## config.mk

```make
export PLATFORM = sky130hd
export DESIGN_NAME = cmbd_decoder
export DESIGN_NICKNAME = d
export VERILOG_FILES = /design/src/design/cmbd_pkg.sv /design/src/design/cmbd_decoder.sv
export SDC_FILE = /design/constraint.sdc
export NUM_CORES = 1
export LEC_CHECK = 0
export BUFFER_PORTS_ARGS = -buffer_cell sky130_fd_sc_hd__buf_2
export CAP_MARGIN = 20
export CORE_MARGIN = 10
export CORE_UTILIZATION = 58
export CTS_CLUSTER_SIZE = 20
export DETAILED_ROUTE_END_ITERATION = 16
export GPL_ROUTABILITY_DRIVEN = 0
export MAX_ROUTING_LAYER = met4
export PLACE_DENSITY = 0.79
export SLEW_MARGIN = 20
export SYNTH_ARGS = -nofsm -noshare
export SYNTH_HDL_FRONTEND = slang
export SYNTH_SLANG_ARGS = --single-unit
```

## constraint.sdc

```tcl
create_clock -name mclk -period 6.6 [get_ports mclk]
set_input_delay 0.33 -clock mclk [delete_from_list [all_inputs] [get_ports mclk]]
set_output_delay 0.33 -clock mclk [all_outputs]
set_load 0.005 [all_outputs]
```

## src/design/cmbd_pkg.sv

```systemverilog
// Package for the move, branch and bit-manipulation instruction decoder.
// Assumes one core clock; widths match an 8-bit core with 16-bit code addresses.
package cmbd_pkg;

	// ==========================================================
	// instruction lengths and execution cycle counts
	localparam logic [1:0] LEN1 = 2'h1;
	localparam logic [1:0] LEN2 = 2'h2;
	localparam logic [1:0] LEN3 = 2'h3;
	localparam logic [2:0] CYC1 = 3'h1;
	localparam logic [2:0] CYC2 = 3'h2;
	localparam logic [2:0] CYC3 = 3'h3;
	localparam logic [2:0] CYC4 = 3'h4;
	localparam logic [2:0] CYC5 = 3'h5;

	// ==========================================================
	// power control field steering external moves
	localparam int XMEM_SEL_BIT = 4;

	// ==========================================================
	// opcode encodings
	localparam logic [7:0] OP_MOV_A_REG_LO   = 8'he8;
	localparam logic [7:0] OP_MOV_A_REG_HI   = 8'hef;
	localparam logic [7:0] OP_MOV_A_DIR      = 8'he5;
	localparam logic [7:0] OP_MOV_A_IMM      = 8'h74;
	localparam logic [7:0] OP_MOV_REG_A_LO   = 8'hf8;
	localparam logic [7:0] OP_MOV_REG_A_HI   = 8'hff;
	localparam logic [7:0] OP_MOV_REG_DIR_LO = 8'ha8;
	localparam logic [7:0] OP_MOV_REG_DIR_HI = 8'haf;
	localparam logic [7:0] OP_MOV_DIR_DIR    = 8'h85;
	localparam logic [7:0] OP_LOAD_DP        = 8'h90;
	localparam logic [7:0] OP_CODE_LOAD_DP   = 8'h93;
	localparam logic [7:0] OP_CODE_LOAD_PC   = 8'h83;
	localparam logic [7:0] OP_XRD_IND_LO     = 8'he2;
	localparam logic [7:0] OP_XRD_IND_HI     = 8'he3;
	localparam logic [7:0] OP_XRD_DP         = 8'he0;
	localparam logic [7:0] OP_XWR_IND_LO     = 8'hf2;
	localparam logic [7:0] OP_XWR_IND_HI     = 8'hf3;
	localparam logic [7:0] OP_XWR_DP         = 8'hf0;
	localparam logic [7:0] OP_PUSH           = 8'hc0;
	localparam logic [7:0] OP_POP            = 8'hd0;
	localparam logic [7:0] OP_XCH_REG_LO     = 8'hc8;
	localparam logic [7:0] OP_XCH_REG_HI     = 8'hcf;
	localparam logic [7:0] OP_XCH_IND_LO     = 8'hc6;
	localparam logic [7:0] OP_XCH_IND_HI     = 8'hc7;
	localparam logic [7:0] OP_XCH_DIR        = 8'hc5;
	localparam logic [7:0] OP_NIB_XCH_LO     = 8'hd6;
	localparam logic [7:0] OP_NIB_XCH_HI     = 8'hd7;
	localparam logic [7:0] OP_JMP_A_DP       = 8'h73;
	localparam logic [7:0] OP_JZ             = 8'h60;
	localparam logic [7:0] OP_JNZ            = 8'h70;
	localparam logic [7:0] OP_JC             = 8'h40;
	localparam logic [7:0] OP_JNC            = 8'h50;
	localparam logic [7:0] OP_JB             = 8'h20;
	localparam logic [7:0] OP_JNB            = 8'h30;
	localparam logic [7:0] OP_JB_CLR         = 8'h10;
	localparam logic [7:0] OP_CMP_A_DIR      = 8'hb5;
	localparam logic [7:0] OP_CMP_A_IMM      = 8'hb4;
	localparam logic [7:0] OP_CMP_REG_LO     = 8'hb8;
	localparam logic [7:0] OP_CMP_REG_HI     = 8'hbf;
	localparam logic [7:0] OP_DEC_REG_LO     = 8'hd8;
	localparam logic [7:0] OP_DEC_REG_HI     = 8'hdf;
	localparam logic [7:0] OP_DEC_DIR        = 8'hd5;
	localparam logic [7:0] OP_CLR_BIT        = 8'hc2;
	localparam logic [7:0] OP_SET_BIT        = 8'hd2;
	localparam logic [7:0] OP_CPL_BIT        = 8'hb2;
	localparam logic [7:0] OP_ANL_C_BIT      = 8'h82;
	localparam logic [7:0] OP_ANL_C_NBIT     = 8'hb0;
	localparam logic [7:0] OP_ORL_C_BIT      = 8'h72;
	localparam logic [7:0] OP_ORL_C_NBIT     = 8'ha0;
	localparam logic [7:0] OP_MOV_C_BIT      = 8'ha2;
	localparam logic [7:0] OP_MOV_BIT_C      = 8'h92;

	// ==========================================================
	// decoded operation classes
	typedef enum logic [5:0] {
		CL_OTHER, CL_MOV_A_REG, CL_MOV_A_DIR, CL_MOV_A_IMM, CL_MOV_REG_A,
		CL_MOV_REG_DIR, CL_MOV_DIR_DIR, CL_LOAD_DP, CL_CODE_LOAD_DP, CL_CODE_LOAD_PC,
		CL_XRD_IND, CL_XRD_DP, CL_XWR_IND, CL_XWR_DP, CL_PUSH, CL_POP,
		CL_XCH_REG, CL_XCH_IND, CL_XCH_DIR, CL_NIB_XCH, CL_JMP_A_DP,
		CL_JZ, CL_JNZ, CL_JC, CL_JNC, CL_JB, CL_JNB, CL_JB_CLR,
		CL_CMP_A_DIR, CL_CMP_A_IMM, CL_CMP_REG, CL_DEC_REG, CL_DEC_DIR,
		CL_CLR_BIT, CL_SET_BIT, CL_CPL_BIT, CL_ANL_C_BIT, CL_ANL_C_NBIT,
		CL_ORL_C_BIT, CL_ORL_C_NBIT, CL_MOV_C_BIT, CL_MOV_BIT_C
	} cmbd_class_t;

	// ==========================================================
	// sequencer states, gray along fetch -> operands -> exec
	typedef enum logic [1:0] {
		ST_FETCH   = 2'h0,
		ST_OPERAND = 2'h1,
		ST_EXEC    = 2'h3
	} cmbd_state_t;

endpackage : cmbd_pkg

```

## src/design/cmbd_decoder.sv

```systemverilog
// Opcode decode and sequencing for data moves, branches and bit operations.
// Assumes a code memory that answers each held read with a code_valid beat,
// and a datapath that supplies flags and carries out the reported operation.
`timescale 1ns/100ps
`default_nettype none

module cmbd_decoder (
	// clock and reset
	input  wire logic                 mclk,
	input  wire logic                 reset,
	// program memory
	output logic                      code_rd,
	output logic [15:0]               program_counter,
	input  wire logic [7:0]           code_data,
	input  wire logic                 code_valid,
	// datapath status
	input  wire logic [7:0]           acc,
	input  wire logic [15:0]          data_pointer,
	input  wire logic                 acc_is_zero,
	input  wire logic                 carry_flag,
	input  wire logic                 bit_value,
	input  wire logic                 compare_unequal,
	input  wire logic                 decrement_nonzero,
	input  wire logic [7:0]           power_control,
	// operand seen so far
	output logic [7:0]                operand1,
	// execute report
	output logic                      exec_valid,
	output var cmbd_pkg::cmbd_class_t exec_class,
	output logic [7:0]                exec_opcode,
	output logic [7:0]                exec_op1,
	output logic [7:0]                exec_op2,
	output logic                      exec_taken,
	output logic                      exec_bit_clear,
	output logic                      exec_xmem_alt
);

	// ==========================================================
	// opcode table: class, length, cycles
	function automatic logic [10:0] decode(input logic [7:0] op);
		cmbd_pkg::cmbd_class_t c;
		logic [1:0]            l;
		logic [2:0]            y;
		c = cmbd_pkg::CL_OTHER;
		l = cmbd_pkg::LEN1;
		y = cmbd_pkg::CYC1;
		case (op) inside
			[cmbd_pkg::OP_MOV_A_REG_LO:cmbd_pkg::OP_MOV_A_REG_HI]: begin
				c = cmbd_pkg::CL_MOV_A_REG; l = cmbd_pkg::LEN1; y = cmbd_pkg::CYC1;
			end
			cmbd_pkg::OP_MOV_A_DIR: begin
				c = cmbd_pkg::CL_MOV_A_DIR; l = cmbd_pkg::LEN2; y = cmbd_pkg::CYC2;
			end
			cmbd_pkg::OP_MOV_A_IMM: begin
				c = cmbd_pkg::CL_MOV_A_IMM; l = cmbd_pkg::LEN2; y = cmbd_pkg::CYC2;
			end
			[cmbd_pkg::OP_MOV_REG_A_LO:cmbd_pkg::OP_MOV_REG_A_HI]: begin
				c = cmbd_pkg::CL_MOV_REG_A; l = cmbd_pkg::LEN1; y = cmbd_pkg::CYC2;
			end
			[cmbd_pkg::OP_MOV_REG_DIR_LO:cmbd_pkg::OP_MOV_REG_DIR_HI]: begin
				c = cmbd_pkg::CL_MOV_REG_DIR; l = cmbd_pkg::LEN2; y = cmbd_pkg::CYC4;
			end
			cmbd_pkg::OP_MOV_DIR_DIR: begin
				c = cmbd_pkg::CL_MOV_DIR_DIR; l = cmbd_pkg::LEN3; y = cmbd_pkg::CYC4;
			end
			cmbd_pkg::OP_LOAD_DP: begin
				c = cmbd_pkg::CL_LOAD_DP; l = cmbd_pkg::LEN3; y = cmbd_pkg::CYC3;
			end
			cmbd_pkg::OP_CODE_LOAD_DP: begin
				c = cmbd_pkg::CL_CODE_LOAD_DP; l = cmbd_pkg::LEN1; y = cmbd_pkg::CYC3;
			end
			cmbd_pkg::OP_CODE_LOAD_PC: begin
				c = cmbd_pkg::CL_CODE_LOAD_PC; l = cmbd_pkg::LEN1; y = cmbd_pkg::CYC3;
			end
			[cmbd_pkg::OP_XRD_IND_LO:cmbd_pkg::OP_XRD_IND_HI]: begin
				c = cmbd_pkg::CL_XRD_IND; l = cmbd_pkg::LEN1; y = cmbd_pkg::CYC4;
			end
			cmbd_pkg::OP_XRD_DP: begin
				c = cmbd_pkg::CL_XRD_DP; l = cmbd_pkg::LEN1; y = cmbd_pkg::CYC4;
			end
			[cmbd_pkg::OP_XWR_IND_LO:cmbd_pkg::OP_XWR_IND_HI]: begin
				c = cmbd_pkg::CL_XWR_IND; l = cmbd_pkg::LEN1; y = cmbd_pkg::CYC5;
			end
			cmbd_pkg::OP_XWR_DP: begin
				c = cmbd_pkg::CL_XWR_DP; l = cmbd_pkg::LEN1; y = cmbd_pkg::CYC5;
			end
			cmbd_pkg::OP_PUSH: begin
				c = cmbd_pkg::CL_PUSH; l = cmbd_pkg::LEN2; y = cmbd_pkg::CYC4;
			end
			cmbd_pkg::OP_POP: begin
				c = cmbd_pkg::CL_POP; l = cmbd_pkg::LEN2; y = cmbd_pkg::CYC3;
			end
			[cmbd_pkg::OP_XCH_REG_LO:cmbd_pkg::OP_XCH_REG_HI]: begin
				c = cmbd_pkg::CL_XCH_REG; l = cmbd_pkg::LEN1; y = cmbd_pkg::CYC2;
			end
			[cmbd_pkg::OP_XCH_IND_LO:cmbd_pkg::OP_XCH_IND_HI]: begin
				c = cmbd_pkg::CL_XCH_IND; l = cmbd_pkg::LEN1; y = cmbd_pkg::CYC3;
			end
			cmbd_pkg::OP_XCH_DIR: begin
				c = cmbd_pkg::CL_XCH_DIR; l = cmbd_pkg::LEN2; y = cmbd_pkg::CYC3;
			end
			[cmbd_pkg::OP_NIB_XCH_LO:cmbd_pkg::OP_NIB_XCH_HI]: begin
				c = cmbd_pkg::CL_NIB_XCH; l = cmbd_pkg::LEN1; y = cmbd_pkg::CYC3;
			end
			cmbd_pkg::OP_JMP_A_DP: begin
				c = cmbd_pkg::CL_JMP_A_DP; l = cmbd_pkg::LEN1; y = cmbd_pkg::CYC2;
			end
			cmbd_pkg::OP_JZ: begin
				c = cmbd_pkg::CL_JZ; l = cmbd_pkg::LEN2; y = cmbd_pkg::CYC3;
			end
			cmbd_pkg::OP_JNZ: begin
				c = cmbd_pkg::CL_JNZ; l = cmbd_pkg::LEN2; y = cmbd_pkg::CYC3;
			end
			cmbd_pkg::OP_JC: begin
				c = cmbd_pkg::CL_JC; l = cmbd_pkg::LEN2; y = cmbd_pkg::CYC3;
			end
			cmbd_pkg::OP_JNC: begin
				c = cmbd_pkg::CL_JNC; l = cmbd_pkg::LEN2; y = cmbd_pkg::CYC3;
			end
			cmbd_pkg::OP_JB: begin
				c = cmbd_pkg::CL_JB; l = cmbd_pkg::LEN3; y = cmbd_pkg::CYC4;
			end
			cmbd_pkg::OP_JNB: begin
				c = cmbd_pkg::CL_JNB; l = cmbd_pkg::LEN3; y = cmbd_pkg::CYC4;
			end
			cmbd_pkg::OP_JB_CLR: begin
				c = cmbd_pkg::CL_JB_CLR; l = cmbd_pkg::LEN3; y = cmbd_pkg::CYC4;
			end
			cmbd_pkg::OP_CMP_A_DIR: begin
				c = cmbd_pkg::CL_CMP_A_DIR; l = cmbd_pkg::LEN3; y = cmbd_pkg::CYC4;
			end
			cmbd_pkg::OP_CMP_A_IMM: begin
				c = cmbd_pkg::CL_CMP_A_IMM; l = cmbd_pkg::LEN3; y = cmbd_pkg::CYC4;
			end
			[cmbd_pkg::OP_CMP_REG_LO:cmbd_pkg::OP_CMP_REG_HI]: begin
				c = cmbd_pkg::CL_CMP_REG; l = cmbd_pkg::LEN3; y = cmbd_pkg::CYC4;
			end
			[cmbd_pkg::OP_DEC_REG_LO:cmbd_pkg::OP_DEC_REG_HI]: begin
				c = cmbd_pkg::CL_DEC_REG; l = cmbd_pkg::LEN2; y = cmbd_pkg::CYC3;
			end
			cmbd_pkg::OP_DEC_DIR: begin
				c = cmbd_pkg::CL_DEC_DIR; l = cmbd_pkg::LEN3; y = cmbd_pkg::CYC4;
			end
			cmbd_pkg::OP_CLR_BIT: begin
				c = cmbd_pkg::CL_CLR_BIT; l = cmbd_pkg::LEN2; y = cmbd_pkg::CYC3;
			end
			cmbd_pkg::OP_SET_BIT: begin
				c = cmbd_pkg::CL_SET_BIT; l = cmbd_pkg::LEN2; y = cmbd_pkg::CYC3;
			end
			cmbd_pkg::OP_CPL_BIT: begin
				c = cmbd_pkg::CL_CPL_BIT; l = cmbd_pkg::LEN2; y = cmbd_pkg::CYC3;
			end
			cmbd_pkg::OP_ANL_C_BIT: begin
				c = cmbd_pkg::CL_ANL_C_BIT; l = cmbd_pkg::LEN2; y = cmbd_pkg::CYC2;
			end
			cmbd_pkg::OP_ANL_C_NBIT: begin
				c = cmbd_pkg::CL_ANL_C_NBIT; l = cmbd_pkg::LEN2; y = cmbd_pkg::CYC2;
			end
			cmbd_pkg::OP_ORL_C_BIT: begin
				c = cmbd_pkg::CL_ORL_C_BIT; l = cmbd_pkg::LEN2; y = cmbd_pkg::CYC2;
			end
			cmbd_pkg::OP_ORL_C_NBIT: begin
				c = cmbd_pkg::CL_ORL_C_NBIT; l = cmbd_pkg::LEN2; y = cmbd_pkg::CYC2;
			end
			cmbd_pkg::OP_MOV_C_BIT: begin
				c = cmbd_pkg::CL_MOV_C_BIT; l = cmbd_pkg::LEN2; y = cmbd_pkg::CYC2;
			end
			cmbd_pkg::OP_MOV_BIT_C: begin
				c = cmbd_pkg::CL_MOV_BIT_C; l = cmbd_pkg::LEN2; y = cmbd_pkg::CYC3;
			end
			default: begin
				c = cmbd_pkg::CL_OTHER; l = cmbd_pkg::LEN1; y = cmbd_pkg::CYC1;
			end
		endcase
		return {c, l, y};
	endfunction : decode

	// ==========================================================
	// sequencer state
	cmbd_pkg::cmbd_state_t state_reg;
	cmbd_pkg::cmbd_state_t state_next;
	cmbd_pkg::cmbd_class_t cls_reg;
	logic [7:0]            opcode_reg;
	logic [1:0]            len_reg;
	logic [1:0]            left_reg;
	logic [2:0]            cyc_reg;
	logic [2:0]            cnt_reg;
	logic [7:0]            op1_reg;
	logic [7:0]            op2_reg;
	logic [15:0]           pc_reg;
	logic                  rd_reg;

	// ==========================================================
	// per-cycle decode of the byte stream
	wire logic [10:0]           dec_word   = decode(code_data);
	wire cmbd_pkg::cmbd_class_t dec_cls    = cmbd_pkg::cmbd_class_t'(dec_word[10:5]);
	wire logic                  in_fetch   = (state_reg == cmbd_pkg::ST_FETCH);
	wire logic                  take       = rd_reg & code_valid;
	wire logic                  active     = ~in_fetch | take;
	wire cmbd_pkg::cmbd_class_t cls_now    = in_fetch ? dec_cls : cls_reg;
	wire logic [7:0]            opcode_now = in_fetch ? code_data : opcode_reg;
	wire logic [1:0]            len_now    = in_fetch ? dec_word[4:3] : len_reg;
	wire logic [2:0]            cyc_now    = in_fetch ? dec_word[2:0] : cyc_reg;
	wire logic [1:0]            left_now   = in_fetch ? len_now - 2'h1 :
	                                         left_reg - {1'b0, take};
	wire logic [2:0]            cnt_now    = in_fetch ? 3'h1 :
	                                         (cnt_reg == cmbd_pkg::CYC5 ? cnt_reg : cnt_reg + 3'h1);
	wire logic [1:0]            byte_idx   = len_reg - left_reg;
	wire logic                  cap_op1    = ~in_fetch & take & (byte_idx == 2'h1);
	wire logic                  cap_op2    = ~in_fetch & take & (byte_idx == 2'h2);
	wire logic [7:0]            op1_now    = cap_op1 ? code_data : op1_reg;
	wire logic [7:0]            op2_now    = cap_op2 ? code_data : op2_reg;
	// finish only once every operand byte is in and the cycle budget is spent
	wire logic                  finish     = active & (left_now == 2'h0) & (cnt_now >= cyc_now);
	wire logic [15:0]           pc_seq     = pc_reg + {15'h0000, take};

	// ==========================================================
	// branch resolution
	wire logic [7:0]  rel_byte = (len_now == cmbd_pkg::LEN3) ? op2_now : op1_now;
	wire logic [15:0] rel_tgt  = pc_seq + {{8{rel_byte[7]}}, rel_byte};
	wire logic [15:0] ind_tgt  = data_pointer + {8'h00, acc};
	wire logic        is_ind   = (cls_now == cmbd_pkg::CL_JMP_A_DP);
	logic             taken;

	always_comb begin
		case (cls_now)
			cmbd_pkg::CL_JMP_A_DP:  taken = 1'b1;
			cmbd_pkg::CL_JZ:        taken = acc_is_zero;
			cmbd_pkg::CL_JNZ:       taken = ~acc_is_zero;
			cmbd_pkg::CL_JC:        taken = carry_flag;
			cmbd_pkg::CL_JNC:       taken = ~carry_flag;
			cmbd_pkg::CL_JB:        taken = bit_value;
			cmbd_pkg::CL_JNB:       taken = ~bit_value;
			cmbd_pkg::CL_JB_CLR:    taken = bit_value;
			cmbd_pkg::CL_CMP_A_DIR: taken = compare_unequal;
			cmbd_pkg::CL_CMP_A_IMM: taken = compare_unequal;
			cmbd_pkg::CL_CMP_REG:   taken = compare_unequal;
			cmbd_pkg::CL_DEC_REG:   taken = decrement_nonzero;
			cmbd_pkg::CL_DEC_DIR:   taken = decrement_nonzero;
			default:                taken = 1'b0;
		endcase
	end

	wire logic [15:0] pc_next  = (finish & taken) ? (is_ind ? ind_tgt : rel_tgt) : pc_seq;
	wire logic        is_xmem  = (cls_now == cmbd_pkg::CL_XRD_IND) | (cls_now == cmbd_pkg::CL_XRD_DP) |
	                             (cls_now == cmbd_pkg::CL_XWR_IND) | (cls_now == cmbd_pkg::CL_XWR_DP);
	wire logic        xmem_alt = is_xmem & power_control[cmbd_pkg::XMEM_SEL_BIT];

	// ==========================================================
	// next state
	always_comb begin
		case (state_reg)
			cmbd_pkg::ST_FETCH:   state_next = (take & ~finish) ?
			                       (left_now != 2'h0 ? cmbd_pkg::ST_OPERAND : cmbd_pkg::ST_EXEC) :
			                       cmbd_pkg::ST_FETCH;
			cmbd_pkg::ST_OPERAND: state_next = finish ? cmbd_pkg::ST_FETCH :
			                       (left_now == 2'h0 ? cmbd_pkg::ST_EXEC : cmbd_pkg::ST_OPERAND);
			cmbd_pkg::ST_EXEC:    state_next = finish ? cmbd_pkg::ST_FETCH : cmbd_pkg::ST_EXEC;
			default:              state_next = cmbd_pkg::ST_FETCH;
		endcase
	end

	wire logic rd_next = (state_next == cmbd_pkg::ST_FETCH) | (state_next == cmbd_pkg::ST_OPERAND);

	// ==========================================================
	// registers
	always_ff @(posedge mclk) begin
		if (reset) begin
			state_reg <= cmbd_pkg::ST_FETCH;
			rd_reg    <= 1'b0;
			pc_reg    <= 16'h0000;
		end else begin
			state_reg <= state_next;
			rd_reg    <= rd_next;
			pc_reg    <= pc_next;
		end
	end

	always_ff @(posedge mclk) begin
		if (reset) begin
			cls_reg    <= cmbd_pkg::CL_OTHER;
			opcode_reg <= 8'h00;
			len_reg    <= cmbd_pkg::LEN1;
			cyc_reg    <= cmbd_pkg::CYC1;
			left_reg   <= 2'h0;
			cnt_reg    <= 3'h0;
			op1_reg    <= 8'h00;
			op2_reg    <= 8'h00;
		end else begin
			if (in_fetch & take) begin
				cls_reg    <= dec_cls;
				opcode_reg <= code_data;
				len_reg    <= len_now;
				cyc_reg    <= cyc_now;
			end
			left_reg <= active ? left_now : left_reg;
			cnt_reg  <= active ? cnt_now : cnt_reg;
			op1_reg  <= op1_now;
			op2_reg  <= op2_now;
		end
	end

	always_ff @(posedge mclk) begin
		if (reset) begin
			exec_valid     <= 1'b0;
			exec_class     <= cmbd_pkg::CL_OTHER;
			exec_opcode    <= 8'h00;
			exec_op1       <= 8'h00;
			exec_op2       <= 8'h00;
			exec_taken     <= 1'b0;
			exec_bit_clear <= 1'b0;
			exec_xmem_alt  <= 1'b0;
		end else begin
			exec_valid <= finish;
			if (finish) begin
				exec_class     <= cls_now;
				exec_opcode    <= opcode_now;
				exec_op1       <= op1_now;
				exec_op2       <= op2_now;
				exec_taken     <= taken;
				exec_bit_clear <= taken & (cls_now == cmbd_pkg::CL_JB_CLR);
				exec_xmem_alt  <= xmem_alt;
			end
		end
	end

	assign code_rd         = rd_reg;
	assign program_counter = pc_reg;
	assign operand1        = op1_reg;

endmodule : cmbd_decoder

`default_nettype wire

```

==> reports/metrics.cfg <==
[outcome]
status=completed

[global_route]
grtUsageTotal_pct=24.0
grt_first_pass_wirelength_um=32400
antenna_found_initial=0
grt_start_max_net_pins=92
overflow=0
grt_pass1_vias=6622

[clocking]
post_cts_buffers=0
cts_resized=0
cts_hold_buf=0
cts_max_level=3
cts_tree=done
root_buffer=clkbuf_16
numCtsBuffers=9
clock_sinks=93
ctsLongestPathBuffers=2
clk_pin_slew_ns=0.07
clock_latency_ns=0.36

[power_and_ir_drop]
pwr-share-comb_pct=50.1
power.switching_mw=1.16
p_seq_share_pct=30.5
clkPwrFrac_pct=19.3
swShare_pct=44.1
powerDensity_nw_per_um2=340
peakVddDrop_mv=0.234
p_int_mw=1.46
p_leak_nw=3.19
total_power_mw=2.62

[layout]
largest_reg_flops=16
instances_no_fill=1126
final_util_pct=66.5
drive_gt1_share_pct=17.5
n_antenna_cell=0
area_growth_pct=11.0
fillCellCount=1054
nNetsFinal=1059

[worst_hold_path]
holdCritPathClass=in -> reg
hold_start=power_control[4]
min_path_cells=4
min_to=exec_xmem_alt

[floorplan]
ios=107
die_h_um=129
rows=39
core_area_sq_um=11600
start_util_pct=59.9
die_w_um=129
dieArea_sq_um=16700

[setup_path]
rr_worst_depth=20
critPathArrivalTime_ns=5.62
cp_cell_sequence=buf_2 -> or4_1 -> or4_1 -> nand4_1 -> a211oi_1 -> a21oi_1 -> a21o_1 -> ha_1 -> buf_4 -> nand2_1 -> mux2i_1 -> a211o_1 -> inv_1 -> ha_1 -> a21o_1 -> a21oi_1 -> nand2b_1 -> a211oi_1 -> or2_2 -> xnor2_1 -> nor4b_1 -> a41oi_1 -> o311ai_1
cp_num_buf_inv=3
worstReg2RegEnd=program_counter[13]
r2r_start=len_reg[0]
cp_slowest_stage_delay_ns=0.70
crit_path_end_kind=register
crit_fanout=26
crit_path_start_kind=input pin
timing.reg2reg.setup_slack_ns=1.72
cp.required_ns=6.80
crit_family=compound AO/OA/AOI/OAI gates
slowest_stage=or4_1
crit_type=in -> reg

[timing]
finalSetupTns_ns=0
setup_viol=0
hold_violations=0
rsz0062_at_grt=no
period_needed_ns=5.43
tightest_slew_ns=0.999
fin_skew_ns=0.0105
fmax_mhz=184
fin_crit_sh_pct=82.2
max_slew_margin_pct=33.4
setup_ws_ns=1.17
drv_slew=0

[routing]
drtIter0Drc=663
ant_nets=0
drt-wirelength-per-cell_um=17.6
drt-met1-wl_um=8740
remaining_drc_errors=0
route.met3.wl_um=1460
viasPerCell=6.34
postRouteWirelength_um=19900
top_layer_used=met4
first_pass_iters=6
wl_met2_um=9190
vias=7141

[yosys]
ys_seq_area_share_pct=26.9
synth-adder-area-share_pct=6.00
synth_cells=921
synth_top_area_share_pct=26.9
synth_area_sq_um=6930
synth_top_family_by_area=simple AND/OR/NAND/NOR gates
ys_top_cells_by_area=dfxtp_1 27%, nor2_1 6.4%, nand2_1 5.7%
synth_edf_count=0
synthesis.nets=1001
synth_area_per_cell_sq_um=7.52
synth.distinct_cells=91
ys.flop_type=dfxtp_1
yosys_warnings=0
async_reset_ff_share_pct=0
synthMuxAreaShare_pct=1.61
yosys.area_share.simple_pct=28.3
synth_compound_area_share_pct=25.6
synth_top_cell_by_area=dfxtp_1
synth_seq_cells=93
synth-xor-area-share_pct=5.40

[placement]
port-buffer-count=99
dpl.hpwl_um=14200
placed_cells=1111
dpl_worst_slack_ns=0.895

[flow_run]
maxCapViolations=0

-- how the worst max path moves through the flow --
stage,depth (start not counted),start,end,slack [ns]
CTS,23,code_data[7],program_counter[13],1.24
floorplan,24,code_data[2],program_counter[13],1.40
detailed placement,23,code_data[7],program_counter[13],0.89
global route,22,code_data[7],program_counter[13],0.62
finish,23,code_data[7],program_counter[13],1.17
global placement,22,code_data[7],program_counter[13],0.95
-- cells in the final DEF (no fill, tap or decap), drive strengths merged, types with 28 or more instances in the layout --
| cell | Yosys | final |
|---|---|---|
| a211oi | 31 | 31 |
| a21oi | 61 | 61 |
| buf | 27 | 114 |
| dfxtp | 93 | 93 |
| ha | 30 | 30 |
| inv | 33 | 37 |
| nand2 | 106 | 106 |
| nand3 | 29 | 29 |
| nor2 | 120 | 120 |
| nor3 | 33 | 33 |
| o21ai | 37 | 37 |
| xnor2 | 28 | 28 |
-- metal layers --
metal  global-route usage (%)  vias to the layer above
li1                         -                     3462
met1                     30.6                     3325
met2                     37.2                      308
met3                     4.65                       46
met4                     8.23                        0
met5                        -                        -
-- through the flow --
| stage | area, sq um | hold slack, ns |
|---|---|---|
| after floorplan | 6930 | 0.437 |
| after global placement | 7410 | 0.439 |
| after detailed placement | 7410 | 0.445 |
| after CTS | 7690 | 0.312 |
| after global routing | 7690 | 0.350 |
| final | 7690 | 0.320 |
-- kinds of logic after synthesis --
kind of cell,count (synthesis)
buf+inv,100
compound gates,249
flops,93
mux,11
simple gates,395
xor+xnor,41
fa+ha+maj,32
-- layout make-up --
class,instances,area [sq um],share of cell area [%]
clock buffer,9,225,2.93
clock inverter,6,53.8,0.700
inverter,33,124,1.61
multi-input combinational,728,4640,60.3
sequential,93,1860,24.2
tap,143,179,2.33
timing repair buffer,114,608,7.91
-- power by group through the flow --
stage / Clock [mW] / Sequential, mW / Combinational (mW)
after floorplan: 0 / 0.808 / 0.949
after global placement: 0 / 0.805 / 1.27
after detailed placement: 0 / 0.808 / 1.29
after CTS: 0.511 / 0.798 / 1.31
after global routing: 0.530 / 0.815 / 1.47
final: 0.506 / 0.799 / 1.31
-- cell usage after synthesis (4+ instances only) --
cell type,number
a41oi_1,4
a211o_1,5
and3_1,5
clkbuf_1,40
o21ai_1,4
inv_1,33
nor4b_1,5
and2_1,5
buf_2,20
a31oi_1,7
o22ai_1,7
mux2i_1,10
xor2_1,12
nor4_1,16
o21ai_0,32
nor2b_1,6
dfxtp_1,93
or3_1,5
o211ai_1,11
nand3b_1,7
nand2b_1,12
nand2_1,105
a311oi_1,12
xnor2_1,28
nand4_1,9
o21bai_1,6
a21oi_1,60
a211oi_2,6
a21o_1,7
nor2_1,118
o31a_1,4
o2111ai_1,4
nor3_1,30
o31ai_1,5
or4_1,9
a211oi_1,25
or2_2,8
a21boi_0,10
nand3_1,29
ha_1,30
-- worst min-delay path: cells and delay by family --
| family | cells | cell delay, ns |
|---|---|---|
| compound gates | 1 | 0.05 |
| simple gates | 2 | 0.14 |
| buf+inv | 1 | 0.10 |
Note: power is estimated with default switching activity, not from simulation.
